### config.mk
export PLATFORM = sky130hd
export DESIGN_NAME = motor_load_measure
export DESIGN_NICKNAME = d
export VERILOG_FILES = /design/src/load_filter.v /design/src/motor_load_measure.v
export VERILOG_INCLUDE_DIRS = /design/src
export SDC_FILE = /design/constraint.sdc
export NUM_CORES = 1
export LEC_CHECK = 0
export ABC_AREA = 1
export BUFFER_PORTS_ARGS = -buffer_cell sky130_fd_sc_hd__buf_2
export CAP_MARGIN = 0
export CORE_ASPECT_RATIO = 1.4
export CORE_UTILIZATION = 40
export CTS_CLUSTER_SIZE = 28
export DETAILED_ROUTE_END_ITERATION = 10
export GPL_TIMING_DRIVEN = 0
export HOLD_SLACK_MARGIN = 0.03
export PLACE_DENSITY = 0.69
export SYNTH_ARGS = -nofsm -noshare
export SYNTH_HDL_FRONTEND = slang
export SYNTH_SLANG_ARGS = --single-unit
### constraint.sdc
create_clock -name i_clk -period 8.96 [get_ports i_clk]
set_input_delay 1.792 -clock i_clk [delete_from_list [all_inputs] [get_ports i_clk]]
set_output_delay 1.792 -clock i_clk [all_outputs]
set_load 0.01 [all_outputs]
### src/motor_load_measure_regs.vh
`ifndef MOTOR_LOAD_MEASURE_REGS_VH
`define MOTOR_LOAD_MEASURE_REGS_VH

// register byte offsets on the wishbone port
`define REG_CONFIG_OFS        8'h00
`define REG_LOAD_OFS          8'h04
`define REG_IRQ_STATUS_OFS    8'h08
`define REG_IRQ_CLEAR_OFS     8'h0C
`define REG_IRQ_ENABLE_OFS    8'h10
`define REG_LOAD_MIN_OFS      8'h14
`define REG_STEP_COUNT_OFS    8'h18

// configuration register fields
`define CFG_THRESH_LSB        0
`define CFG_THRESH_MSB        6
`define CFG_FILTER_BIT        8
`define CFG_THRESH_RESET      7'h00
`define CFG_FILTER_RESET      1'h0

// load register fields
`define LOAD_VALUE_LSB        0
`define LOAD_VALUE_MSB        9
`define LOAD_STALL_BIT        16
`define LOAD_EXT_CLK_BIT      17

// interrupt bits, shared by status, clear and enable
`define IRQ_UPDATE_BIT        0
`define IRQ_STALL_BIT         1
`define IRQ_EXT_CLK_BIT       2
`define IRQ_WIDTH             3

// load value range and threshold scaling
`define LOAD_VALUE_MAX        10'h3FF
`define LOAD_VALUE_RESET      10'h3FF
`define THRESH_SHIFT          4

// filter: four full steps per filtered result
`define FILTER_SHIFT          2

`endif

### src/load_filter.v
`include "motor_load_measure_regs.vh"
`default_nettype none

module load_filter
#(
  parameter WIDTH = 10,
  parameter SHIFT = `FILTER_SHIFT
)
(
  // clock and reset
  input  wire             i_clk,
  input  wire             i_reset,
  // mode
  input  wire             i_filter_enable,
  // one sample per full step
  input  wire             i_sample_valid,
  input  wire [WIDTH-1:0] i_sample,
  // result
  output wire             o_result_valid,
  output wire [WIDTH-1:0] o_result
);

  localparam SUM_W = WIDTH + SHIFT;
  localparam [SHIFT-1:0] LAST = {SHIFT{1'b1}};

  reg [SUM_W-1:0] sum_reg;
  reg [SHIFT-1:0] count_reg;
  reg [WIDTH-1:0] result_reg;
  reg             valid_reg;
  wire [SUM_W-1:0] sum_now;

  assign sum_now = sum_reg + {{SHIFT{1'b0}}, i_sample};
  assign o_result_valid = valid_reg;
  assign o_result = result_reg;

  always @(posedge i_clk)
  begin
    if (i_reset)
    begin
      sum_reg    <= {SUM_W{1'b0}};
      count_reg  <= {SHIFT{1'b0}};
      result_reg <= {WIDTH{1'b0}};
      valid_reg  <= 1'b0;
    end
    else
    begin
      valid_reg <= 1'b0;
      if (!i_filter_enable)
      begin
        // a mode change restarts the group so no result mixes modes
        sum_reg   <= {SUM_W{1'b0}};
        count_reg <= {SHIFT{1'b0}};
        if (i_sample_valid)
        begin
          result_reg <= i_sample;
          valid_reg  <= 1'b1;
        end
      end
      else if (i_sample_valid)
      begin
        if (count_reg == LAST)
        begin
          // mean of the four latest steps, truncated
          result_reg <= sum_now[SUM_W-1:SHIFT];
          valid_reg  <= 1'b1;
          sum_reg    <= {SUM_W{1'b0}};
          count_reg  <= {SHIFT{1'b0}};
        end
        else
        begin
          sum_reg   <= sum_now;
          count_reg <= count_reg + {{(SHIFT-1){1'b0}}, 1'b1};
        end
      end
    end
  end

endmodule

`default_nettype wire

### src/motor_load_measure.v
// Function
// - the threshold is a seven-bit signed value for stall level and range.
// - zero is neutral; positive needs more load to stall, negative is keener.
// - filter bit set gives one result per four full steps, else unfiltered.
// - unfiltered, the load value is refreshed once per full step.
// - the load value is ten-bit unsigned, high for light load, zero highest.
// - the stall output is asserted when the load value falls to zero.
// - the stall output is active high.
// - system clock is the internal oscillator or an external clock.
// - internal oscillator while clock pin low; high stops it to power-down. Here the select stays set until reset, even after the pin goes low.
//
// Our own choices: the Wishbone interface to the registers and the register offsets.
`include "motor_load_measure_regs.vh"
`default_nettype none

module motor_load_measure
(
  // clock and reset
  input  wire        i_clk,
  input  wire        i_reset,
  // wishbone classic slave
  input  wire        i_wb_cyc,
  input  wire        i_wb_stb,
  input  wire        i_wb_we,
  input  wire [7:0]  i_wb_adr,
  input  wire [3:0]  i_wb_sel,
  input  wire [31:0] i_wb_dat,
  output wire [31:0] o_wb_dat,
  output wire        o_wb_ack,
  // measurement front end
  input  wire        i_full_step,
  input  wire [9:0]  i_raw_load,
  // clock selector pin
  input  wire        i_ext_clk_level,
  output wire        o_ext_clk_select,
  // stall pin and interrupt
  output wire        o_stall_flag_out,
  output wire        o_irq
);

  // address match, used by read mux and write strobes alike
  function hit;
    input [7:0] adr;
    input [7:0] ofs;
    begin
      hit = (adr[7:2] == ofs[7:2]);
    end
  endfunction

  // threshold offset added to the raw figure, result clamped to range
  function [9:0] apply_threshold;
    input [9:0] raw;
    input [6:0] thresh;
    reg   [11:0] scaled;
    reg   [11:0] sum;
    begin
      scaled = {{5{thresh[6]}}, thresh} << `THRESH_SHIFT;
      sum = {2'b00, raw} + scaled;
      if (sum[11])
        apply_threshold = 10'h000;
      else if (sum[10])
        apply_threshold = `LOAD_VALUE_MAX;
      else
        apply_threshold = sum[9:0];
    end
  endfunction

  // bus state
  reg        ack_reg;
  reg [31:0] rdata_reg;
  reg [31:0] rdata_next;
  wire       bus_req;
  wire       wr_commit;

  // configuration
  reg [6:0]  load_sens_threshold_reg;
  reg        load_filter_enable_reg;

  // measurement state
  reg [9:0]  load_value_reg;
  reg        stall_reg;
  reg [9:0]  load_min_reg;
  reg [15:0] step_count_reg;
  reg        measured_reg;

  // synchronisers, three stages each
  reg [2:0]  step_sync_reg;
  reg        step_stable_reg;
  reg [2:0]  clk_sync_reg;
  reg        ext_clk_reg;

  // interrupts
  reg [`IRQ_WIDTH-1:0] irq_status_reg;
  reg [`IRQ_WIDTH-1:0] irq_enable_reg;
  reg [`IRQ_WIDTH-1:0] irq_event;
  wire [`IRQ_WIDTH-1:0] irq_clear;

  wire       step_event;
  wire [9:0] sample;
  wire       result_valid;
  wire [9:0] result;

  assign bus_req   = i_wb_cyc & i_wb_stb;
  // a write takes effect only at the edge where the master sees ack
  assign wr_commit = bus_req & i_wb_we & ack_reg;
  assign o_wb_ack  = ack_reg;
  assign o_wb_dat  = rdata_reg;

  always @(posedge i_clk)
  begin
    if (i_reset)
    begin
      ack_reg   <= 1'b0;
      rdata_reg <= 32'h00000000;
    end
    else
    begin
      ack_reg <= bus_req & ~ack_reg;
      if (bus_req & ~ack_reg)
        rdata_reg <= rdata_next;
    end
  end

  // unmapped and write-only offsets read as zero and are still acked
  always @*
  begin
    rdata_next = 32'h00000000;
    if (hit(i_wb_adr, `REG_CONFIG_OFS))
    begin
      rdata_next[`CFG_THRESH_MSB:`CFG_THRESH_LSB] = load_sens_threshold_reg;
      rdata_next[`CFG_FILTER_BIT] = load_filter_enable_reg;
    end
    else if (hit(i_wb_adr, `REG_LOAD_OFS))
    begin
      rdata_next[`LOAD_VALUE_MSB:`LOAD_VALUE_LSB] = load_value_reg;
      rdata_next[`LOAD_STALL_BIT] = stall_reg;
      rdata_next[`LOAD_EXT_CLK_BIT] = ext_clk_reg;
    end
    else if (hit(i_wb_adr, `REG_IRQ_STATUS_OFS))
      rdata_next[`IRQ_WIDTH-1:0] = irq_status_reg;
    else if (hit(i_wb_adr, `REG_IRQ_ENABLE_OFS))
      rdata_next[`IRQ_WIDTH-1:0] = irq_enable_reg;
    else if (hit(i_wb_adr, `REG_LOAD_MIN_OFS))
      rdata_next[9:0] = load_min_reg;
    else if (hit(i_wb_adr, `REG_STEP_COUNT_OFS))
      rdata_next[15:0] = step_count_reg;
  end

  // configuration writes, byte lanes honoured
  always @(posedge i_clk)
  begin
    if (i_reset)
    begin
      load_sens_threshold_reg <= `CFG_THRESH_RESET;
      load_filter_enable_reg  <= `CFG_FILTER_RESET;
      irq_enable_reg          <= {`IRQ_WIDTH{1'b0}};
    end
    else if (wr_commit)
    begin
      if (hit(i_wb_adr, `REG_CONFIG_OFS))
      begin
        if (i_wb_sel[0])
          load_sens_threshold_reg <=
            i_wb_dat[`CFG_THRESH_MSB:`CFG_THRESH_LSB];
        if (i_wb_sel[1])
          load_filter_enable_reg <= i_wb_dat[`CFG_FILTER_BIT];
      end
      else if (hit(i_wb_adr, `REG_IRQ_ENABLE_OFS))
      begin
        if (i_wb_sel[0])
          irq_enable_reg <= i_wb_dat[`IRQ_WIDTH-1:0];
      end
    end
  end

  // full-step pin: a level counts once stages two and three agree
  always @(posedge i_clk)
  begin
    if (i_reset)
    begin
      step_sync_reg   <= 3'h0;
      step_stable_reg <= 1'b0;
    end
    else
    begin
      step_sync_reg <= {step_sync_reg[1:0], i_full_step};
      if (step_sync_reg[1] == step_sync_reg[2])
        step_stable_reg <= step_sync_reg[2];
    end
  end

  assign step_event = (step_sync_reg[1] == step_sync_reg[2]) &
                      step_sync_reg[2] & ~step_stable_reg;

  // external clock pin: once seen high the oscillator stays off until
  // reset, which stands for power-down here; the actual clock switch is
  // outside this logic, this is only the selector state
  always @(posedge i_clk)
  begin
    if (i_reset)
    begin
      clk_sync_reg <= 3'h0;
      ext_clk_reg  <= 1'b0;
    end
    else
    begin
      clk_sync_reg <= {clk_sync_reg[1:0], i_ext_clk_level};
      if (clk_sync_reg[1] & clk_sync_reg[2])
        ext_clk_reg <= 1'b1;
    end
  end

  assign o_ext_clk_select = ext_clk_reg;

  // raw figure offset by the threshold, sampled on the step edge
  assign sample = apply_threshold(i_raw_load,
                                  load_sens_threshold_reg);

  load_filter
  #(
    .WIDTH (10),
    .SHIFT (`FILTER_SHIFT)
  )
  u_filter
  (
    .i_clk           (i_clk),
    .i_reset         (i_reset),
    .i_filter_enable (load_filter_enable_reg),
    .i_sample_valid  (step_event),
    .i_sample        (sample),
    .o_result_valid  (result_valid),
    .o_result        (result)
  );

  // reported value, stall pin and tuning aids
  always @(posedge i_clk)
  begin
    if (i_reset)
    begin
      load_value_reg <= `LOAD_VALUE_RESET;
      stall_reg      <= 1'b0;
      measured_reg   <= 1'b0;
      load_min_reg   <= `LOAD_VALUE_MAX;
      step_count_reg <= 16'h0000;
    end
    else
    begin
      if (step_event)
        step_count_reg <= step_count_reg + 16'h0001;
      if (result_valid)
      begin
        load_value_reg <= result;
        measured_reg   <= 1'b1;
        // stall pin follows the newest result, high at zero
        stall_reg      <= (result == 10'h000);
      end
      // minimum tracking helps tuning; a new lower result beats a restart
      if (result_valid && (result < load_min_reg))
        load_min_reg <= result;
      else if (wr_commit && hit(i_wb_adr, `REG_LOAD_MIN_OFS))
        load_min_reg <= `LOAD_VALUE_MAX;
    end
  end

  assign o_stall_flag_out = stall_reg;

  // events: new result, stall onset, switch to external clock
  always @*
  begin
    irq_event = {`IRQ_WIDTH{1'b0}};
    irq_event[`IRQ_UPDATE_BIT] = result_valid;
    irq_event[`IRQ_STALL_BIT] = result_valid & (result == 10'h000) &
                                ~(stall_reg & measured_reg);
    irq_event[`IRQ_EXT_CLK_BIT] = clk_sync_reg[1] & clk_sync_reg[2] &
                                  ~ext_clk_reg;
  end

  assign irq_clear = (wr_commit && i_wb_sel[0] &&
                      hit(i_wb_adr, `REG_IRQ_CLEAR_OFS)) ?
                     i_wb_dat[`IRQ_WIDTH-1:0] : {`IRQ_WIDTH{1'b0}};

  genvar g;
  generate
    for (g = 0; g < `IRQ_WIDTH; g = g + 1)
    begin : irq_bits
      // an event in the clearing cycle is kept: set wins
      always @(posedge i_clk)
      begin
        if (i_reset)
          irq_status_reg[g] <= 1'b0;
        else if (irq_event[g])
          irq_status_reg[g] <= 1'b1;
        else if (irq_clear[g])
          irq_status_reg[g] <= 1'b0;
      end
    end
  endgenerate

  assign o_irq = |(irq_status_reg & irq_enable_reg);

endmodule

`default_nettype wire

==> impl_results.md <==
* Run status: completed
* Multi-input combinational cell area at 2990 um2
* Vias in the first global route at 5219
* Worst-Margin Slew at 0.686 ns
* Share of cells above drive strength 1 at 13.0%
* Main combinational cell family by area after synthesis: simple AND/OR/NAND/NOR gates
* Antenna viol nets, final at 0
* Setup TNS at 0 ns
* Number of H-tree levels at 3
* Tmin final at 4.57 ns
* Synth Area in Compound Gates at 16.9%
* Nature of the critical path startpoint: input pin
* Yosys cell types at 41
* Switching share of power at 24.7%
* Post-synth ARST share at 0%
* Required time worst endpoint at 9.17 ns
* Final WS setup at 4.39 ns
* Nets at 997
* 1st-iter DRT viols at 226
* Worst Setup End Kind: flip-flop
* Crit path to: u_filter.o_result[6]
* Area leader, netlist: dfxtp_1
* First-pass GRT wire length at 24.8 mm
* Number of synthesized flops with an enable pin at 0
* Mapped Avg Cell Area at 6.85 um2
* Setup violators final at 0
* Critical R2R Launch: load_sens_threshold_reg[0]
* Max-cap viol count at 0
* Drt pass-1 iters at 5
* Reg2Reg Capture Point: u_filter.o_result[6]
* Delay of the slowest critical-path stage at 0.46 ns
* Most used cell, CP: nand2_1
* Total Die Area at 14700 um2
* Initial antenna violation count at 0
* Clk Tree Root Cell: clkbuf_16
* Yosys reg bits at 104
* Adder-Cell Fraction of Synth Area at 6.88%
* RSZ-0062 raised after global routing: no
* Cell internal pwr at 0.000710 W
* Max Root-Sink Buffers at 2
* Ys flop type: dfxtp_1
* Total gr overflow at 0
* Reg2Reg Setup Slack at 5.48 ns
* Worst EP arrival at 4.78 ns
* Lkg Pwr at 3.07 nW
* Multiplexer share of the synthesized area at 0%
* Clk Latency, worst-skew pair at 0.35 ns
* Post-CTS Setup Inserts at 0
* Antenna diodes at 0
* Most area-consuming cells after synthesis: dfxtp_1, nand2_1, a21oi_1
* CP max-delay cell: fa_1
* Io pins at 97
* Synth cell count leaders: nand2_1, inv_1, dfxtp_1
* Worst Setup SP: i_raw_load[4]
* Fin crit share at 51.0%
* Final Hold Fails at 0
* Total power at 0.000943 W
* Max-slew violation count at 0
* DIE WIDTH at 103 um
* Worst Skew at 0.00795 ns
* Finished Core Util at 46.9%
* Top cell type's share of synthesized area at 36.7%
* Fin Hold WS at 0.403 ns
* Hold Crit Class: reg -> reg
* Starting Density at 40.8%
* Most common cell in the netlist: nand2_1
* Clock transition at the registers of the reported paths at 0.07 ns
* Via total after detailed routing at 5361
* Sequential share of power at 49.6%
* Pin count of the biggest net entering global routing at 19
* Clock sink count at 104
* Aggregate global-route resource usage at 22.1%
* CTS tree: yes
* Slew HR at 54.3%
* Final WL at 15.1 mm
* Max reg flops at 18
* Logic pwr share at 6.9%
* Switch Pwr at 0.000233 W
* Synth Area in Simple Gates at 27.0%
* Peak Freq at 219 MHz
* WL per Instance at 13.8 um
* Fillers at 1494
* WS Path Type: in -> reg
* Synth warnings at 0
* Seq/Total Area, Yosys at 36.7%
* Rows at 51
* Clock power share at 43.5%
* Post-DP HPWL at 11.8 mm
* Syn-to-layout area delta at 15.1%
* Routability cong. at 0.909
* Register area at 2080 um2
* Die height at 143 um
* Peak VDD IR at 0.0977 mV
* Mapped Area at 5670 um2
* Core area at 13900 um2
* Xor and xnor fraction of the mapped netlist area at 0.926%
* Critical path cell sequence: buf_2, ha_1, inv_1, fa_1, inv_1, nand2_1, nand3_1, nand2_1, nand2_2, nand2_1, nand2_1, inv_1, ha_1, fa_1, nand3_1, nand2_1, nand2_1, nand2_1, nand2_1, nand3_1, nand2_1, inv_1, nand2_1, a21oi_1
* Remaining DRCs at 0
* R2R depth at 23
* Input/output buffers at 54
* Clock buffer count from CTS at 9
* Vias/cell at 4.89
* Place WS at 4.02 ns
* Cells after Synth at 828
* CTS resizes at 0
* Post-CTS Hold Fix Bufs at 0
* Critical Path Fanout Max at 10
* Worst Hold Path Cells at 2
* Pwr/cell area at 144 nW/um2
[worst min path at each step]
stage / startpoint / to / slack [ns]
after global routing: clk_sync_reg[0] / clk_sync_reg[1] / 0.43
after global placement: step_sync_reg[0] / step_sync_reg[1] / 0.40
final: clk_sync_reg[0] / clk_sync_reg[1] / 0.40
after floorplan: clk_sync_reg[0] / clk_sync_reg[1] / 0.39
after CTS: clk_sync_reg[0] / clk_sync_reg[1] / 0.41
after detailed placement: clk_sync_reg[0] / clk_sync_reg[1] / 0.39
[cell usage in the layout (no fill, tap or decap), types with 3 or more instances in the layout]
master | netlist | routed
o21ai_1 | 20 | 20
o21a_1 | 3 | 3
nor2_2 | 7 | 7
inv_2 | 9 | 9
nor3_1 | 8 | 8
xor2_1 | 4 | 4
o221ai_1 | 5 | 5
buf_1 | 4 | 4
ha_1 | 28 | 28
inv_1 | 113 | 113
nand2_1 | 206 | 206
nand3_1 | 45 | 45
a311oi_1 | 3 | 3
buf_2 | 2 | 56
nor2_4 | 4 | 4
nand2_2 | 6 | 6
clkbuf_1 | 14 | 15
nor2_1 | 64 | 64
o211ai_1 | 10 | 10
clkbuf_16 | 0 | 9
nand4_1 | 11 | 11
conb_1 | 1 | 14
buf_4 | 15 | 15
o21ai_0 | 33 | 33
dfxtp_1 | 104 | 104
a21oi_1 | 85 | 85
[per-layer routing]
layer	GRT usage (%)	part of all wire [%]	vias to the layer above
li1	-	-	2813
met1	23.9	41	2393
met2	41.1	52	124
met3	3.03	3.9	31
met4	10.5	3.3	0
met5	0	0	-
[final cells by class]
| class | count | area share, % |
|---|---|---|
| multi-input combinational | 578 | 45.7 |
| tap | 185 | 3.55 |
| clock buffer | 10 | 3.51 |
| buffer | 35 | 2.91 |
| inverter | 124 | 7.13 |
| sequential | 104 | 31.9 |
| timing repair buffer | 54 | 4.14 |
| clock inverter | 6 | 1.15 |
[kinds of logic (layout without fill, tap and decap cells)]
group           Yosys count  in the layout
other cells               1             14
compound gates          171            171
fa+ha+maj                30             30
xor+xnor                  6              6
buf+inv                 159            229
simple gates            357            357
flops                   104            104
[per-stage QoR]
| step | cells | instance area, um2 |
|---|---|---|
| 2_1_floorplan | 841 | 5720 |
| 3_3_place_gp | 1080 | 6220 |
| 3_5_place_dp | 1080 | 6220 |
| 4_1_cts | 1096 | 6530 |
| 5_1_grt | 1096 | 6530 |
| 6_report | 1096 | 6530 |
[power by group through the flow]
stage	registers [W]	clock network, W	logic (W)
final	0.000468	0.000410	0.0000648
after floorplan	0.000479	0	0.0000419
after CTS	0.000468	0.000415	0.0000650
after detailed placement	0.000478	0	0.0000647
after global routing	0.000468	0.000434	0.0000738
after global placement	0.000478	0	0.0000643
[critical path, delay by kind of cell]
kind	cells	cell delay, ns
buffers and inverters	5	0.37
adder cells (fa/ha/maj)	4	1.26
AND/OR/NAND/NOR	14	1.29
AO/OA/AOI/OAI	1	0.08
Note: power is estimated with default switching activity, not from simulation.
